--- src/core/dam_pkg.sv ---
package dam_pkg;
   // ----------------------------------------
   // Widths and timing
   // ----------------------------------------
   localparam int CODE_W = 8;
   localparam int LATENCY_PERIODS = 3;
   localparam int BUF_DEPTH = 2;
   localparam int CLK_PERIOD_NS = 20;
   localparam int MUX_DELAY_NS = 5;
   localparam int MUX_DELAY_CYC =
      (MUX_DELAY_NS + CLK_PERIOD_NS - 1) / CLK_PERIOD_NS;
   // ----------------------------------------
   // AXI4-Lite register map
   // ----------------------------------------
   localparam logic [7:0] CTRL_ADDR = 8'h00;
   localparam logic [7:0] STAT_ADDR = 8'h04;
   localparam logic [7:0] IDATA_ADDR = 8'h08;
   localparam logic [7:0] QDATA_ADDR = 8'h0C;
   localparam int CTRL_SEL_BIT = 0;
   localparam int CTRL_DIS_BIT = 1;
   localparam int CTRL_STANDBY_INPUT_BIT = 2;
   localparam int CTRL_RUN_BIT = 3;
   localparam int CTRL_REF_LSB = 4;
   localparam logic [31:0] CTRL_RESET = 32'h0000_0008;
   localparam logic [1:0] RESP_OKAY = 2'h0;
   localparam logic [1:0] RESP_SLVERR = 2'h2;
   // ----------------------------------------
   // Reference modes and power states
   // ----------------------------------------
   typedef enum logic [1:0] {
      DAM_REF_1V = 2'b00,
      DAM_REF_2V = 2'b01,
      DAM_REF_EXT = 2'b10,
      DAM_REF_PROG = 2'b11
   } dam_ref_t;
   typedef enum logic [1:0] {
      DAM_RUN = 2'b00,
      DAM_STANDBY = 2'b01,
      DAM_IDLE = 2'b10
   } dam_pwr_t;
endpackage

--- src/core/dam_top.sv ---
// Function
// - Codes leave as unsigned straight binary
// - Standby with clock stopped halts conversions
// - Disable high floats all output lines
// - Select low gives Q, high gives I
// - Pipeline advances on both clock edges
// - Strap chooses 1 V, 2 V, external or programmable reference
// - Supply strap selects external reference
// - Code appears three periods after sampling
// - Each channel latch updates on rising edges seen in run state with the run bit set
// - Both channels sample at same instant
module dam_top (
   input wire logic sys_clk_in, // 50 MHz clock
   input wire logic sys_rst_in, // Sync reset, high
   input wire logic conv_clk_in, // Converter clock level
   input wire logic [7:0] i_sample_in, // I input, binary
   input wire logic [7:0] q_sample_in, // Q input, binary
   input wire logic channel_select_in, // High I, low Q
   input wire logic output_disable_in, // High floats bus
   input wire logic standby_input_in, // Low power request
   input wire logic [1:0] reference_mode_strap_in, // Strap level
   output logic [7:0] output_code_lines_out, // Shared bus
   output logic [7:0] output_code_oe_out, // Drive enables
   output logic [1:0] ref_mode_out, // Active reference mode
   output logic standby_out, // Static state
   output logic sample_valid_out, // Buffered pair ready
   input wire logic sample_ready_in, // Sink ready
   output logic [15:0] sample_pair_out, // {I, Q}
   input wire logic [7:0] s_axi_awaddr, // AXI write addr
   input wire logic s_axi_awvalid, // AXI
   output logic s_axi_awready, // AXI
   input wire logic [31:0] s_axi_wdata, // AXI
   input wire logic [3:0] s_axi_wstrb, // AXI
   input wire logic s_axi_wvalid, // AXI
   output logic s_axi_wready, // AXI
   output logic [1:0] s_axi_bresp, // AXI
   output logic s_axi_bvalid, // AXI
   input wire logic s_axi_bready, // AXI
   input wire logic [7:0] s_axi_araddr, // AXI
   input wire logic s_axi_arvalid, // AXI
   output logic s_axi_arready, // AXI
   output logic [31:0] s_axi_rdata, // AXI
   output logic [1:0] s_axi_rresp, // AXI
   output logic s_axi_rvalid, // AXI
   input wire logic s_axi_rready // AXI
);
   localparam int W = dam_pkg::CODE_W;
   localparam int STAGES = 2 * dam_pkg::LATENCY_PERIODS;

   logic [31:0] ctrl;
   logic clk_q;
   logic rise;
   logic fall;
   logic active;
   logic [W-1:0] i_pipe [STAGES];
   logic [W-1:0] q_pipe [STAGES];
   logic [W-1:0] i_latch;
   logic [W-1:0] q_latch;
   logic sel;
   logic dis;
   logic aw_held;
   logic w_held;
   logic [7:0] aw_addr;
   logic [31:0] w_data;
   logic [3:0] w_strb;
   logic [31:0] next_rdata;
   logic buf_ready;
   logic strap_caught;
   dam_pkg::dam_ref_t ref_mode;
   dam_pkg::dam_pwr_t pwr;

   // ----------------------------------------
   // Converter clock edges and power state
   // ----------------------------------------
   always_ff @(posedge sys_clk_in) begin
      if (sys_rst_in) begin
         clk_q <= 1'b0;
      end else begin
         clk_q <= conv_clk_in;
      end
   end

   assign rise = conv_clk_in && !clk_q;
   assign fall = !conv_clk_in && clk_q;
   assign active = (pwr == dam_pkg::DAM_RUN) && ctrl[dam_pkg::CTRL_RUN_BIT];

   // Standby only sticks once the clock has really stopped
   always_ff @(posedge sys_clk_in) begin
      if (sys_rst_in) begin
         pwr <= dam_pkg::DAM_RUN;
      end else begin
         case (pwr)
            dam_pkg::DAM_RUN: begin
               if ((standby_input_in || ctrl[dam_pkg::CTRL_STANDBY_INPUT_BIT])
                   && !rise && !fall) begin
                  pwr <= dam_pkg::DAM_STANDBY;
               end
            end
            dam_pkg::DAM_STANDBY: begin
               if (!standby_input_in && !ctrl[dam_pkg::CTRL_STANDBY_INPUT_BIT]) begin
                  pwr <= dam_pkg::DAM_RUN;
               end else if (rise || fall) begin
                  pwr <= dam_pkg::DAM_RUN; // Clock restarted: resume
               end
            end
            default: pwr <= dam_pkg::DAM_RUN;
         endcase
      end
   end

   // ----------------------------------------
   // Pipeline: six half-period stages
   // ----------------------------------------
   // Stage 0 samples both channels together on a rising edge; each
   // later stage moves on either edge, giving three full periods.
   genvar g;
   generate
      for (g = 0; g < STAGES; g++) begin : g_stage
         always_ff @(posedge sys_clk_in) begin
            if (sys_rst_in) begin
               i_pipe[g] <= '0;
               q_pipe[g] <= '0;
            end else if (g == 0) begin
               if (active && rise) begin
                  i_pipe[g] <= i_sample_in;
                  q_pipe[g] <= q_sample_in;
               end
            end else if (active && (rise || fall)) begin
               i_pipe[g] <= i_pipe[(g == 0) ? 0 : g - 1];
               q_pipe[g] <= q_pipe[(g == 0) ? 0 : g - 1];
            end
         end
      end
   endgenerate

   always_ff @(posedge sys_clk_in) begin
      if (sys_rst_in) begin
         i_latch <= '0;
         q_latch <= '0;
      end else if (active && rise) begin
         i_latch <= i_pipe[STAGES-2];
         q_latch <= q_pipe[STAGES-2];
      end
   end

   // ----------------------------------------
   // Output mux and three-state control
   // ----------------------------------------
   assign sel = channel_select_in || ctrl[dam_pkg::CTRL_SEL_BIT];
   assign dis = output_disable_in || ctrl[dam_pkg::CTRL_DIS_BIT];

   // Select is sampled every cycle into a registered bus, so a host tying it to the clock
   // sees the matching channel one system cycle after each phase begins.
   always_ff @(posedge sys_clk_in) begin
      if (sys_rst_in) begin
         output_code_lines_out <= '0;
         output_code_oe_out <= '0;
      end else begin
         output_code_lines_out <= sel ? i_latch : q_latch;
         output_code_oe_out <= dis ? 8'h00 : 8'hFF;
      end
   end

   // ----------------------------------------
   // Reference strap, caught after reset release
   // ----------------------------------------
   always_ff @(posedge sys_clk_in) begin
      if (sys_rst_in) begin
         strap_caught <= 1'b0;
         ref_mode <= dam_pkg::DAM_REF_2V;
      end else if (!strap_caught) begin
         strap_caught <= 1'b1;
         ref_mode <= dam_pkg::dam_ref_t'(reference_mode_strap_in);
      end
   end

   always_ff @(posedge sys_clk_in) begin
      if (sys_rst_in) begin
         ref_mode_out <= 2'h0;
         standby_out <= 1'b0;
      end else begin
         ref_mode_out <= ref_mode;
         standby_out <= pwr == dam_pkg::DAM_STANDBY;
      end
   end

   // ----------------------------------------
   // Sample stream buffer
   // ----------------------------------------
   // Overrun is counted in status rather than stalling the converter.
   logic [15:0] overruns;
   logic push_ok;
   assign push_ok = active && rise;

   always_ff @(posedge sys_clk_in) begin
      if (sys_rst_in) begin
         overruns <= '0;
      end else if (push_ok && !buf_ready && overruns != 16'hFFFF) begin
         overruns <= overruns + 16'h0001;
      end
   end

   dam_skid u_buf (
      .sys_clk_in(sys_clk_in),
      .sys_rst_in(sys_rst_in),
      .in_valid_in(push_ok),
      .in_ready_out(buf_ready),
      .in_data_in({i_pipe[STAGES-2], q_pipe[STAGES-2]}),
      .out_valid_out(sample_valid_out),
      .out_ready_in(sample_ready_in),
      .out_data_out(sample_pair_out)
   );

   // ----------------------------------------
   // AXI4-Lite slave
   // ----------------------------------------
   always_ff @(posedge sys_clk_in) begin
      if (sys_rst_in) begin
         aw_held <= 1'b0;
         w_held <= 1'b0;
         aw_addr <= '0;
         w_data <= '0;
         w_strb <= '0;
         s_axi_bvalid <= 1'b0;
         s_axi_bresp <= dam_pkg::RESP_OKAY;
         ctrl <= dam_pkg::CTRL_RESET;
      end else begin
         if (s_axi_awvalid && s_axi_awready) begin
            aw_held <= 1'b1;
            aw_addr <= s_axi_awaddr;
         end
         if (s_axi_wvalid && s_axi_wready) begin
            w_held <= 1'b1;
            w_data <= s_axi_wdata;
            w_strb <= s_axi_wstrb;
         end
         if (aw_held && w_held && !s_axi_bvalid) begin
            aw_held <= 1'b0;
            w_held <= 1'b0;
            s_axi_bvalid <= 1'b1;
            if (aw_addr == dam_pkg::CTRL_ADDR) begin
               s_axi_bresp <= dam_pkg::RESP_OKAY;
               for (int b = 0; b < 4; b++) begin
                  if (w_strb[b]) begin
                     ctrl[8*b +: 8] <= w_data[8*b +: 8];
                  end
               end
            end else begin
               s_axi_bresp <= dam_pkg::RESP_SLVERR;
            end
         end else if (s_axi_bvalid && s_axi_bready) begin
            s_axi_bvalid <= 1'b0;
         end
      end
   end

   assign s_axi_awready = !aw_held && !s_axi_bvalid;
   assign s_axi_wready = !w_held && !s_axi_bvalid;

   always_comb begin
      next_rdata = 32'h0000_0000;
      case (s_axi_araddr)
         dam_pkg::CTRL_ADDR: next_rdata = ctrl;
         dam_pkg::STAT_ADDR: next_rdata = {overruns, 9'h000,
            ~buf_ready, sample_valid_out, 1'b0, output_code_oe_out[0],
            standby_out, ref_mode};
         dam_pkg::IDATA_ADDR: next_rdata = {24'h000000, i_latch};
         dam_pkg::QDATA_ADDR: next_rdata = {24'h000000, q_latch};
         default: next_rdata = 32'h0000_0000;
      endcase
   end

   always_ff @(posedge sys_clk_in) begin
      if (sys_rst_in) begin
         s_axi_rvalid <= 1'b0;
         s_axi_rdata <= '0;
         s_axi_rresp <= dam_pkg::RESP_OKAY;
      end else if (s_axi_arvalid && s_axi_arready) begin
         s_axi_rvalid <= 1'b1;
         s_axi_rdata <= next_rdata;
         s_axi_rresp <= (s_axi_araddr[7:4] == 4'h0 && s_axi_araddr[1:0] ==
            2'h0) ? dam_pkg::RESP_OKAY : dam_pkg::RESP_SLVERR;
      end else if (s_axi_rvalid && s_axi_rready) begin
         s_axi_rvalid <= 1'b0;
      end
   end

   assign s_axi_arready = !s_axi_rvalid;
endmodule

--- src/core/dam_skid.sv ---
module dam_skid (
   input wire logic sys_clk_in, // Clock
   input wire logic sys_rst_in, // Sync reset
   input wire logic in_valid_in, // Source valid
   output logic in_ready_out, // Space available
   input wire logic [15:0] in_data_in, // I and Q pair
   output logic out_valid_out, // Word ready
   input wire logic out_ready_in, // Sink ready
   output logic [15:0] out_data_out // Head word
);
   logic [15:0] mem [dam_pkg::BUF_DEPTH];
   logic rd_ptr;
   logic wr_ptr;
   logic [1:0] count;
   logic push;
   logic pop;

   assign push = in_valid_in && in_ready_out;
   assign pop = out_valid_out && out_ready_in;
   assign in_ready_out = count != 2'(dam_pkg::BUF_DEPTH);
   assign out_valid_out = count != 2'h0;
   assign out_data_out = mem[rd_ptr];

   always_ff @(posedge sys_clk_in) begin
      if (push) begin
         mem[wr_ptr] <= in_data_in;
      end
   end

   always_ff @(posedge sys_clk_in) begin
      if (sys_rst_in) begin
         rd_ptr <= 1'b0;
         wr_ptr <= 1'b0;
         count <= 2'h0;
      end else begin
         if (push) begin
            wr_ptr <= ~wr_ptr;
         end
         if (pop) begin
            rd_ptr <= ~rd_ptr;
         end
         count <= count + 2'(push) - 2'(pop);
      end
   end
endmodule

--- config.mk ---
export PLATFORM = sky130hd
export DESIGN_NAME = dam_top
export DESIGN_NICKNAME = d
export VERILOG_FILES = /design/src/core/dam_pkg.sv /design/src/core/dam_top.sv /design/src/core/dam_skid.sv
export SDC_FILE = /design/constraint.sdc
export NUM_CORES = 1
export LEC_CHECK = 0
export BUFFER_PORTS_ARGS = -buffer_cell sky130_fd_sc_hd__buf_2
export CORE_UTILIZATION = 50
export DETAILED_ROUTE_END_ITERATION = 16
export HOLD_SLACK_MARGIN = 0.05
export PLACE_DENSITY = 0.69
export SYNTH_ARGS = -nofsm -noshare
export SYNTH_HDL_FRONTEND = slang
export SYNTH_SLANG_ARGS = --single-unit
--- constraint.sdc ---
create_clock -name sys_clk_in -period 3.2 [get_ports sys_clk_in]
set_clock_uncertainty 0.05 [all_clocks]
set_input_delay 0.16 -clock sys_clk_in [delete_from_list [all_inputs] [get_ports sys_clk_in]]
set_output_delay 0.16 -clock sys_clk_in [all_outputs]
set_load 0.01 [all_outputs]
; After elaboration in Yosys (flattened, before gate mapping)
; Memories as Yosys holds them, arrays and structs flattened. A register that Yosys moved wholly into a read port is not among the register bits.
; Index checks and enable logic that the tools add are counted.
[classes]
addsub = 3
n_eq_ne = 8
muxes = 38
bitwise = 15
n_reduce_logical = 51
[ops]
columns = op, count
row1 = $pmux W32 S4, 1
row2 = $mux W8, 14
row3 = $logic_and A1 B1 Y1, 22
row4 = $mux W1, 17
row5 = $add A16 B1 Y16 const B, 1
row6 = $eq A8 B4 Y1 const B, 2
row7 = $logic_not A8 Y1, 2
row8 = $ne A16 B16 Y1 const B, 1
row9 = $or A1 B1 Y1, 12
row10 = $reduce_and A3 Y1, 4
row11 = $logic_not A1 Y1, 11
row12 = $mux W2, 5
row13 = $eq A8 B3 Y1 const B, 1
row14 = $reduce_bool A2 Y1, 3
row15 = $logic_not A2 Y1, 2
row16 = $logic_not A4 Y1, 1
row17 = $logic_or A1 B1 Y1, 4
row18 = $pmux W2 S2, 1
row19 = $ne A3 B3 Y1 const B, 1
row20 = $not A1 Y1, 3
row21 = $add A2 B1 Y2, 1
row22 = $eq A2 B1 Y1 const B, 1
row23 = $ne A2 B1 Y1 const B, 1
row24 = $ne A2 B2 Y1 const B, 1
row25 = 3 further kinds, 3
[word_totals]
ff_bits = 177
ram_bits = 128
in_bits = 82
output_inout_bits = 77
word_cells = 146
mem_count = 3
[memory_table]
columns = name, words, width, rd, rd_clocked_by_memory_dff, write_ports, line_no
row1 = i_pipe, 6, 8, 5, 0, 6, dam_top.sv:55  ; logic [W-1:0] i_pipe [STAGES];
row2 = q_pipe, 6, 8, 5, 0, 6, dam_top.sv:56  ; logic [W-1:0] q_pipe [STAGES];
row3 = u_buf.mem, 2, 16, 1, 1, 1, dam_skid.sv:11  ; logic [15:0] mem [dam_pkg::BUF_DEPTH];

; Depth between registers and ports, before layout
; Gate-level depths: netlist of run 1.
[depth]
word_depth = 8
mapped_depth = 9
mapped_depth_nobuf = 8

; Modules after synthesis
; A second synthesis of run 1 with hierarchy kept.
[unflattened]
cells_unflattened = 960
area_unflattened_um2 = 10861.7
[by_module_without_submodules]
columns = mod, n_inst, cells_per_inst, area_each_um2
row1 = dam_top, 1, 886, 9422.8
row2 = dam_skid, 1, 74, 1438.9

; Worst setup path before layout of run 1
; Ideal clock, no wire load.
[synth_timing]
path_kind = flip-flop to flip-flop
startpoint = register clk_q
endpoint = memory u_buf.mem[0][0], enable pin
setup_ns = 0.409
arrival_ns = 2.207
required_ns = 2.741
slack_ns = 0.534
stages_incl_launch_ff = 7
n_path_buf = 2
period_less_slack_ns = 2.666
path_cell_list = dfxtp_1 > inv_1 > ha_1 > nand3b_1 > clkbuf_1 > buf_1 > nor3_1
[synth_between]
elab_chain_cells = 6
[synth_lines]
columns = element, line_no
row1 = from (decl), dam_top.sv:51  ; logic clk_q;
row2 = from (signal assigned), dam_top.sv:79  ; clk_q <= conv_clk_in;
row3 = $logic_not A1 Y1, dam_top.sv:83  ; assign rise = conv_clk_in && !clk_q;
row4 = $logic_and A1 B1 Y1, dam_top.sv:83
row5 = $logic_and A1 B1 Y1, dam_top.sv:193  ; assign push_ok = active && rise;
row6 = $logic_and A1 B1 Y1, dam_skid.sv:18  ; assign push = in_valid_in && in_ready_out;
row7 = $mux W1, dam_skid.sv:25  ; if (push) begin
row8 = $mux W1 (not written as such), dam_skid.sv:26  ; mem[wr_ptr] <= in_data_in;
row9 = to (decl), dam_skid.sv:11
; Every way passes these cells.

; Worst setup path after layout of run 1
[layout_timing]
startpoint = register aw_addr[0]
endpoint = register ctrl[15]
[layout_between]
elab_chain_cells = 2
[layout_lines]
columns = element, line_no
row1 = from (decl), dam_top.sv:63  ; logic [7:0] aw_addr;
row2 = from (signal assigned), dam_top.sv:230  ; aw_addr <= s_axi_awaddr;
row3 = $logic_not A8 Y1, dam_top.sv:241  ; if (aw_addr == dam_pkg::CTRL_ADDR) begin
row4 = $reduce_and A3 Y1 (no source line), -
row5 = to (signal assigned), dam_top.sv:226  ; ctrl <= dam_pkg::CTRL_RESET;
row6 = "to (signal, indexed assignment)", dam_top.sv:245  ; ctrl[8*b +: 8] <= w_data[8*b +: 8];
row7 = to (decl), dam_top.sv:50  ; logic [31:0] ctrl;
; Every way passes these cells.
; A chain may end at the register's enable or synchronous reset.

==> key figures, run 1 <==
Synth
  • Cell variety after synth: 47
  • Yosys top cell area share: 31.4%
  • Yosys reg bits: 280
  • Async SR Flop Fraction: 0%
  • Synth area leaders: dfxtp_1, edfxtp_1, nand2_1
  • Ys Warns: 0
  • Syn Inst Count: 964
  • Number of synthesized flops with an enable pin: 112
  • Avg Inst Size Synth: 11.1 sq um
  • Sequential share of the synthesized area: 62.7%
  • Predominant post-synthesis flop cell: dfxtp_1
  • Yosys top cell by area: dfxtp_1
  • Mapped Area: 10700 sq um

Worst setup path
  • CP Capture Type: register
  • Worst EP required: 3.56 ns
  • Cells on worst reg2reg path: 4
  • CP startpoint kind: register
  • Critical Path AT: 2.71 ns
  • CP max FO: 8
  • Crit Path Class: register to register

Clock tree
  • Clk_lat worst skew: 0.54 ns
  • TritonCTS clock tree: done
  • Setup Fix Bufs, Post-CTS: 0
  • Clock Sinks: 280
  • Clk buf depth: 3
  • Clk root buf: clkbuf_16
  • Cts bufs inserted: 28
  • Reg clk slew, reported paths: 0.06 ns
  • H-tree depth: 1

Detailed routing
  • DR vias: 7736
  • Avg WL per Cell: 14.9 microns
  • Avg Vias per Cell: 5.22
  • Initial DRC count: 498
  • DRC: 0
  • Routed WL: 22100 microns
  • ANT nets after route: 0
  • First drt pass iteration count: 7

Pwr
  • Maximum VDD drop: 0.370 mV
  • PwrDens: 616 nW/um^2
  • Leakage: 5.91 nW
  • Final Power: 8.36 mW

Floorplanning
  • DIE HEIGHT: 148 microns
  • Die W: 148 microns
  • Die area: 22000 sq um
  • # rows: 53
  • Ports: 159
  • Core area: 21000 sq um
  • Initial Util: 51.0%

Global route
  • First-pass GRT wire length: 35000 microns
  • Gr ovfl total: 0
  • Largest net degree at the start of global routing: 87
  • GRT Overall Usage: 19.9%
  • Initial antenna violation count: 0
  • Vias in the first global route: 6998

Timing
  • Tcrit/Tclk final: 73.5%
  • Relative slew slack: 39.3%
  • Fmax: 0.425 GHz
  • Fin crit period: 2.35 ns
  • Final setup vio count: 0
  • Worst setup margin: 0.847 ns
  • Setup TNS: 0 ns
  • Final hold vios: 0
  • Final Slew Violations: 0
  • RSZ-0062 raised after global routing: false
  • Worst-margin pin slew: 0.902 ns

Final layout
  • Layout cells sized above 1: 22.7%
  • Most frequent cells in the layout: dfxtp_1, buf_2, nand2_1, edfxtp_1, dlygate4sd3_1
  • Nets: 1271
  • Commonest non-fill, non-tap cell in the layout: dfxtp_1
  • Area grow syn2layout: 26.6%
  • ANT cells: 0

Place
  • Routability cong.: 0.815
  • DP Worst Slack: 0.849 ns
  • PortBufs: 156
  • DP HPWL: 13600 microns

Hold path
  • HP Class: primary input to register
  • Hold Path Cell Cnt: 4

Outcome
  • Status: finished, final reports clean

Run
  • Max_cap viols: 0
registers in the layout, summed over array words and instances, names as in the netlist, 4 cells and up, named ones only:
| signal | cells |
|---|---|
| u_buf.mem | 32 |
| output_code_lines_out | 8 |
| overruns | 16 |
| ctrl | 32 |
| q_latch | 8 |
| q_pipe | 40 |
| aw_addr | 8 |
| w_data | 32 |
| w_strb | 4 |
| s_axi_rdata | 32 |
| i_pipe | 40 |
| i_latch | 8 |
where the power goes:
group          leakage, nW  switching, mW  internal (mW)
Sequential            2.54          0.129           3.97
Combinational         2.88          0.458          0.404
Clock                0.494           1.34           2.06
area by class of cell:
class	instances	area [sq um]
Clock inverter	12	120
Tap cell	275	344
Fill cell	1686	7450
Clock buffer	40	870
Sequential cell	280	6730
Multi-Input combinational cell	600	3650
Inverter	12	45.0
Timing Repair Buffer	262	1810
critical path: stages (launching register included):
cell and delay, ns:
dfxtp_1 0.31, nor4_1 0.67, nand4_1 0.75, mux2i_1 0.37
nor2_1 0.06
cells by family (layout without fill, tap and decap cells):
group,after synthesis,after routing,share of synthesized area [%]
other cells,1,2,0.0350
compound gates,141,141,7.74
mux,80,80,8.62
xor+xnor,4,4,0.327
fa+ha+maj,5,5,0.583
flops,280,280,62.7
buf+inv,85,326,3.31
simple gates,368,368,16.7
synth_stat cells (5+ instances only):
cell type / number
dfxtp_1: 168
or4_1: 10
mux2i_1: 35
o21ai_0: 11
ha_1: 5
clkbuf_1: 57
mux2_2: 38
and3_1: 81
nand4_1: 6
nor3_1: 7
buf_4: 9
edfxtp_1: 112
a22oi_1: 32
mux4_2: 6
nand2_1: 140
o31ai_1: 6
inv_1: 12
a21oi_1: 82
nor2b_1: 10
nor2_1: 84
buf_1: 5
or2_2: 5
metrics by stage:
step           instance area (sq um)  std cells  util (%)  hold slack, ns
2_1_floorplan                  10700        965         -           0.181
3_3_place_gp                   11600       1335      55.4           0.276
3_5_place_dp                   11600       1335      55.4           0.275
4_1_cts                        13600       1481      64.6          0.0849
5_1_grt                        13600       1481      64.6           0.164
6_report                       13600       1481      64.6           0.107
worst paths after layout:
path / endpoint / slack (ns) / from
min reg2reg: w_data[3] / 0.40 / w_data[3]
max reg2reg: ctrl[15] / 0.85 / aw_addr[0]
max: ctrl[15] / 0.85 / aw_addr[0]
min: aw_held / 0.11 / s_axi_awvalid
metal layers:
layer	vias to the layer above	wire [microns]	share of wire, %	GRT usage [%]
met5	-	0	0	0
met2	207	10100	46	31.8
met3	38	1030	4.7	2.82
li1	3842	-	-	-
met1	3649	10300	47	27.8
met4	0	527	2.4	6.55
timing repair:
item,4_1_cts,5_1_grt
hold buffers,94,0
gates resized for setup,0,0
endpoints found under the hold margin,100,0
(Power assumes the default switching activity.)
==> inputs of run 2 (changes only) <==
--- a/config.mk
+++ b/config.mk
@@ -5,11 +5,12 @@
 export SDC_FILE = /design/constraint.sdc
 export NUM_CORES = 1
 export LEC_CHECK = 0
+export ABC_AREA = 1
 export BUFFER_PORTS_ARGS = -buffer_cell sky130_fd_sc_hd__buf_2
 export CORE_UTILIZATION = 50
 export DETAILED_ROUTE_END_ITERATION = 16
 export HOLD_SLACK_MARGIN = 0.05
-export PLACE_DENSITY = 0.69
+export PLACE_DENSITY = 0.72
 export SYNTH_ARGS = -nofsm -noshare
 export SYNTH_HDL_FRONTEND = slang
 export SYNTH_SLANG_ARGS = --single-unit
==> constraint.sdc (replaced) <==
create_clock -name sys_clk_in -period 2 [get_ports sys_clk_in]
set_clock_uncertainty 0.05 [all_clocks]
set_input_delay 0.1 -clock sys_clk_in [delete_from_list [all_inputs] [get_ports sys_clk_in]]
set_output_delay 0.1 -clock sys_clk_in [all_outputs]
set_load 0.01 [all_outputs]
==> run 2 against run 1 <==
Maximum frequency increased by 25%. Utilization decreased by 0.098 points. Routed wire length increased by 13%. Register-to-register slack got worse by 0.72 ns. Flip-flop and latch count unchanged. Clock power increased by 64%. Hold slack got worse by 0.052 ns. Synthesized area increased by 3.0%. Critical path type unchanged. Largest cell class unchanged. Largest power group unchanged. Highest routed layer unchanged.
==> key figures, run 2 <==
Outcome
  • Status: finished, final reports clean

Pwr
  • PwrDens: 971 nW/um^2
  • Internal power: 10.4 mW
  • Final Power: 13.6 mW
  • Clk pwr share: 40.9%
  • Sw frac: 23.5%
  • Leakage: 5.78 nW
  • Flop pwr share: 48.1%
  • Maximum VDD drop: 0.906 mV
  • Comb pwr share: 11.0%
  • Switching Power: 3.20 mW

Synth
  • Yosys top cell by area: dfxtp_1
  • Sequential share of the synthesized area: 60.9%
  • Async SR Flop Fraction: 0%
  • Number of synthesized flops with an enable pin: 112
  • Commonest cells in the netlist: nor2_1, nand2_1, dfxtp_1, inv_1, edfxtp_1
  • Avg Inst Size Synth: 8.99 sq um
  • Yosys reg bits: 280
  • Ys Warns: 0
  • Mapped Area: 11000 sq um
  • Most frequent cell after synthesis: nor2_1
  • Predominant post-synthesis flop cell: dfxtp_1
  • Synth area leaders: dfxtp_1, edfxtp_1, nor2_1
  • Cell variety after synth: 34
  • Yosys top cell area share: 30.5%
  • Syn Inst Count: 1228

Worst setup path
  • Crit path cell chain: nor2_1 > nand2_1 > buf_6 > o21ai_0 > nor2_1 > dlygate4sd3_1
  • Crit-path leading delay family: buffers and inverters
  • CP Capture Type: register
  • Crit Path Class: register to register
  • CP max FO: 42
  • Worst EP required: 2.37 ns
  • Crit path largest cell delay: 0.56 ns
  • Buf/Inv on CP: 2
  • CP startpoint kind: register
  • CP dominant cell by count: nor2_1
  • Critical Path AT: 2.24 ns
  • Slowest-stage cell, CP: dlygate4sd3_1

Timing
  • Relative slew slack: 38.8%
  • RSZ-0062 raised after global routing: false
  • Fin crit period: 1.88 ns
  • Final hold vios: 0
  • Worst-margin pin slew: 0.917 ns
  • Tcrit/Tclk final: 93.8%
  • Final setup vio count: 0
  • Setup TNS: 0 ns
  • Final Slew Violations: 0
  • Fmax: 0.533 GHz
  • Worst setup margin: 0.125 ns

Detailed routing
  • Avg WL per Cell: 14.0 microns
  • Avg Vias per Cell: 4.95
  • DRC: 0
  • Routed WL: 24900 microns
  • DR vias: 8769
  • First drt pass iteration count: 7
  • Initial DRC count: 591
  • ANT nets after route: 0

Global route
  • Vias in the first global route: 8073
  • Largest net degree at the start of global routing: 88
  • Gr ovfl total: 0
  • First-pass GRT wire length: 39200 microns
  • GRT Overall Usage: 21.8%
  • Initial antenna violation count: 2

Clock tree
  • Clk buf depth: 3
  • Cts bufs inserted: 29
  • TritonCTS clock tree: done
  • Clk root buf: clkbuf_16
  • Setup Fix Bufs, Post-CTS: 0
  • Clk_lat worst skew: 0.54 ns
  • Clock Sinks: 280
  • H-tree depth: 1
  • Reg clk slew, reported paths: 0.06 ns

Floorplanning
  • Core area: 21800 sq um
  • Initial Util: 50.8%
  • Ports: 159
  • Die W: 151 microns
  • Die area: 22700 sq um
  • DIE HEIGHT: 151 microns
  • # rows: 54

Final layout
  • Fillers: 1724
  • Area grow syn2layout: 27.0%
  • Nets: 1553
  • Post-layout util: 64.5%
  • Most frequent cells in the layout: nor2_1, nand2_1, dfxtp_1, buf_2, inv_1
  • Layout cells sized above 1: 18.0%
  • Finished Layout Cells: 1772
  • Commonest non-fill, non-tap cell in the layout: nor2_1
  • Largest registers: i_pipe (40), q_pipe (40)

Place
  • Placed insts: 1624
  • DP HPWL: 15800 microns
  • PortBufs: 156
  • Routability cong.: 0.855
  • DP Worst Slack: 0.320 ns

Run
  • Max_cap viols: 0

Hold path
  • HP Class: primary input to register
-- run 2: timing repair --
| action | 4_1_cts | 5_1_grt |
|---|---|---|
| gates resized for setup | 0 | 2 |
| hold buffers | 91 | 0 |
| hold endpoints to repair | 87 | 0 |
| setup endpoints to repair | 0 | 8 |
-- run 2: path summary, 6_finish.rpt --
| check | startpoint | endpoint | slack [ns] | cells past startpoint |
|---|---|---|---|---|
| min reg2reg | s_axi_rdata[17] | s_axi_rdata[17] | 0.41 | 2 |
| max | s_axi_bvalid | w_data[15] | 0.12 | 6 |
| min | s_axi_wvalid | w_strb[1] | 0.05 | 4 |
| max reg2reg | s_axi_bvalid | w_data[15] | 0.12 | 6 |
-- run 2: area by class of cell --
class / count / area [sq um] / share of cell area [%]
flip-flops and latches: 280 / 6730 / 48.0
multi-input cells: 747 / 3470 / 24.7
repair buffers: 270 / 1950 / 13.9
clock buffers: 45 / 878 / 6.26
inverters: 138 / 523 / 3.73
well taps: 280 / 350 / 2.50
clock inverters: 9 / 129 / 0.919
diodes: 3 / 7.51 / 0.0535
-- run 2: power groups by stage --
stage	Sequential, mW	Clock (mW)	Combinational [mW]
5_1_grt	6.59	5.91	1.68
3_5_place_dp	6.67	0	1.32
6_report	6.55	5.57	1.50
3_3_place_gp	6.65	0	1.30
2_1_floorplan	6.62	0	0.894
4_1_cts	6.55	5.67	1.49
-- run 2: cells by family (layout without fill, tap and decap cells) --
group	Yosys count	in the layout	synth area share, %
AOI/OAI and AO/OA	195	195	9.01
muxes	16	16	1.63
DFF	280	280	60.9
buffers and inverters	202	462	7.82
adders and majority gates	5	5	0.566
other	1	5	0.0340
and+or+nand+nor	525	525	19.7
xor gates and xnor gates	4	4	0.317
-- run 2: metrics by stage --
| step | instance area, sq um | hold WS [ns] |
|---|---|---|
| 3_5_place_dp | 12100 | 0.215 |
| 2_1_floorplan | 11100 | 0.121 |
| 3_3_place_gp | 12100 | 0.217 |
| 6_report | 14000 | 0.0548 |
| 4_1_cts | 14000 | 0.0502 |
| 5_1_grt | 14000 | 0.0926 |
-- run 2: routing by layer --
layer  track usage, %  up-vias  part of all wire (%)
li1                 -     4446                     -
met1             29.5     3972                    44
met2             34.5      291                    47
met3             4.12       60                   5.9
met4             8.50        0                   3.6
met5                0        -                     0
-- run 2: worst register-to-register path, stage by stage (launching register included) --
cell	delay [ns]
dfxtp_1	0.34
nor2_1	0.20
nand2_1	0.13
buf_6	0.21
o21ai_0	0.20
nor2_1	0.07
dlygate4sd3_1	0.56
==> inputs of run 3 (changes only) <==
--- a/config.mk
+++ b/config.mk
@@ -7,10 +7,11 @@
 export LEC_CHECK = 0
 export ABC_AREA = 1
 export BUFFER_PORTS_ARGS = -buffer_cell sky130_fd_sc_hd__buf_2
-export CORE_UTILIZATION = 50
+export CORE_ASPECT_RATIO = 1.25
+export CORE_UTILIZATION = 51
 export DETAILED_ROUTE_END_ITERATION = 16
 export HOLD_SLACK_MARGIN = 0.05
-export PLACE_DENSITY = 0.72
+export PLACE_DENSITY = 0.73
 export SYNTH_ARGS = -nofsm -noshare
 export SYNTH_HDL_FRONTEND = slang
 export SYNTH_SLANG_ARGS = --single-unit
==> run 3 against run 2 <==
Via count shrank 1.3%. Highest routed layer unchanged. Clock power shrank 6.8%. Utilization grew 1.1 points. Flip-flop and latch count is the same. Sequential power is essentially flat. Maximum frequency shrank 1.3%. First-iteration DRC count grew 20%. Global-route usage grew 0.15 points. Die area shrank 1.9%.
==> key figures, run 3 (same netlist as run 2, synthesis figures left out) <==
Outcome
  • Status: finished, final reports clean

Final layout
  • Nets: 1542
  • Commonest non-fill, non-tap cell in the layout: nor2_1
  • Area grow syn2layout: 25.0%
  • Largest registers: i_pipe (40), q_pipe (40)
  • Fillers: 1697
  • Layout cells sized above 1: 18.1%
  • Most frequent cells in the layout: nor2_1, nand2_1, dfxtp_1, buf_2, inv_1

Global route
  • Initial antenna violation count: 2
  • Largest net degree at the start of global routing: 88
  • Gr ovfl total: 0
  • First-pass GRT wire length: 39700 microns
  • Vias in the first global route: 8175
  • GRT Overall Usage: 21.9%

Timing
  • Tcrit/Tclk final: 95.0%
  • Final hold vios: 0
  • Fin crit period: 1.90 ns
  • Final Slew Violations: 0
  • Worst setup margin: 0.0998 ns
  • Relative slew slack: 39.5%
  • Setup TNS: 0 ns
  • Fmax: 0.526 GHz
  • Final setup vio count: 0
  • Worst-margin pin slew: 0.907 ns
  • RSZ-0062 raised after global routing: false

Worst setup path
  • CP Capture Type: register
  • R2R Path End: overruns[10]
  • CP dominant cell by count: dlygate4sd3_1
  • Critical Path AT: 2.31 ns
  • Crit Path Class: primary input to register
  • Critical path origin: sys_rst_in
  • Cells on worst reg2reg path: 10
  • CP startpoint kind: primary input
  • R2R setup slack: 0.21 ns
  • Crit-path leading delay family: buffers and inverters
  • Buf/Inv on CP: 5
  • Crit path cell chain: dlygate4sd3_1 > buf_2 > inv_2 > buf_4 > o21ai_0 > dlygate4sd3_1 > nor2_1
  • Crit path largest cell delay: 0.62 ns
  • Slowest-stage cell, CP: dlygate4sd3_1
  • Worst reg2reg startpoint: clk_q
  • CP max FO: 61
  • Worst EP required: 2.41 ns

Pwr
  • Sw frac: 23.6%
  • Clk pwr share: 39.3%
  • Flop pwr share: 49.7%
  • Maximum VDD drop: 0.722 mV
  • Comb pwr share: 11.0%
  • Internal power: 10.1 mW
  • Switching Power: 3.11 mW
  • Leakage: 5.67 nW
  • PwrDens: 956 nW/um^2

Floorplanning
  • DIE HEIGHT: 167 microns
  • Initial Util: 52.5%
  • Die area: 22300 sq um
  • Die W: 134 microns
  • Ports: 159
  • Core area: 21000 sq um
  • # rows: 59

Place
  • PortBufs: 156
  • DP HPWL: 15500 microns
  • Routability cong.: 0.881
  • DP Worst Slack: 0.241 ns

Hold path
  • HP Class: primary input to register
  • Hold Path Cell Cnt: 4
  • Hold Startpoint: s_axi_wvalid
  • Worst Hold Path EP: w_strb[2]

Clock tree
  • Clk buf depth: 3
  • TritonCTS clock tree: done
  • Clk root buf: clkbuf_16
  • Cts bufs inserted: 27
  • H-tree depth: 1
  • Reg clk slew, reported paths: 0.06 ns
  • Clk_lat worst skew: 0.53 ns
  • Setup Fix Bufs, Post-CTS: 0
  • Clock Sinks: 280

Detailed routing
  • First drt pass iteration count: 6
  • DR vias: 8652
  • Initial DRC count: 711
  • ANT nets after route: 0
  • Avg Vias per Cell: 4.95
  • Routed WL: 24000 microns
  • Avg WL per Cell: 13.7 microns
  • DRC: 0

Run
  • Max_cap viols: 0
==> run 3: changes by cell type in the layout (fill, tap and decap cells not counted), moves of 2 or more <==
| cell | previous run | this run |
|---|---|---|
| buf_4 | 15 | 20 |
| clkbuf_16 | 30 | 27 |
| buf_6 | 2 | 0 |
| clkbuf_8 | 7 | 3 |
| clkbuf_1 | 7 | 4 |
| dlygate4sd3_1 | 91 | 80 |
==> run 3: final cells by class <==
| class | instances | area (sq um) | area share [%] |
|---|---|---|---|
| sequential | 280 | 6730 | 48.7 |
| multi-input combinational | 747 | 3470 | 25.1 |
| timing repair buffer | 261 | 1830 | 13.3 |
| clock buffer | 34 | 732 | 5.30 |
| inverter | 138 | 523 | 3.79 |
| tap | 274 | 343 | 2.48 |
| clock inverter | 13 | 178 | 1.29 |
| antenna | 2 | 5.00 | 0.0363 |
==> run 3: through the flow <==
stage | instances | power (mW) | hold slack [ns] | utilization [%] | area (sq um)
2_1_floorplan | 1229 | 7.52 | 0.121 | - | 11100
3_3_place_gp | 1620 | 7.94 | 0.215 | 57.5 | 12100
3_5_place_dp | 1620 | 8.00 | 0.210 | 57.5 | 12100
4_1_cts | 1747 | 13.3 | 0.0640 | 65.6 | 13800
5_1_grt | 1749 | 13.7 | 0.110 | 65.6 | 13800
6_report | 1749 | 13.2 | 0.0758 | 65.6 | 13800
==> run 3: worst max-delay path by stage <==
stage	slack, ns	to	depth (start not counted)
finish	0.1	aw_addr[2]	7
global route	0.0002	aw_addr[2]	7
CTS	0.19	overruns[10]	10
detailed placement	0.24	overruns[10]	10
global placement	0.31	overruns[11]	9
floorplan	0.03	u_buf.mem[1][0]	6
==> run 3: what timing repair did <==
item                                   CTS  global route
endpoints found under the hold margin   76             0
resized for setup                        0             0
hold buffers                            80             0
==> run 3: worst reg2reg max path, delay by kind of cell, from the launching register on <==
kind,cells,cell delay [ns]
flops,1,0.32
buf+inv,2,0.24
simple gates,7,0.95
fa+ha+maj,1,0.16
==> run 3: power by group through the flow <==
stage / registers [mW] / logic [mW] / clock network [mW]
finish: 6.55 / 1.46 / 5.19
global placement: 6.65 / 1.29 / 0
floorplan: 6.62 / 0.894 / 0
CTS: 6.55 / 1.46 / 5.27
global route: 6.59 / 1.63 / 5.52
detailed placement: 6.67 / 1.33 / 0
==> run 3: per-layer routing <==
layer | up-vias | track usage (%) | share of wire (%)
li1 | 4410 | - | -
met1 | 3945 | 29.0 | 44
met2 | 267 | 37.9 | 50
met3 | 30 | 2.80 | 5.1
met4 | 0 | 5.58 | 1.8
met5 | - | 0 | 0
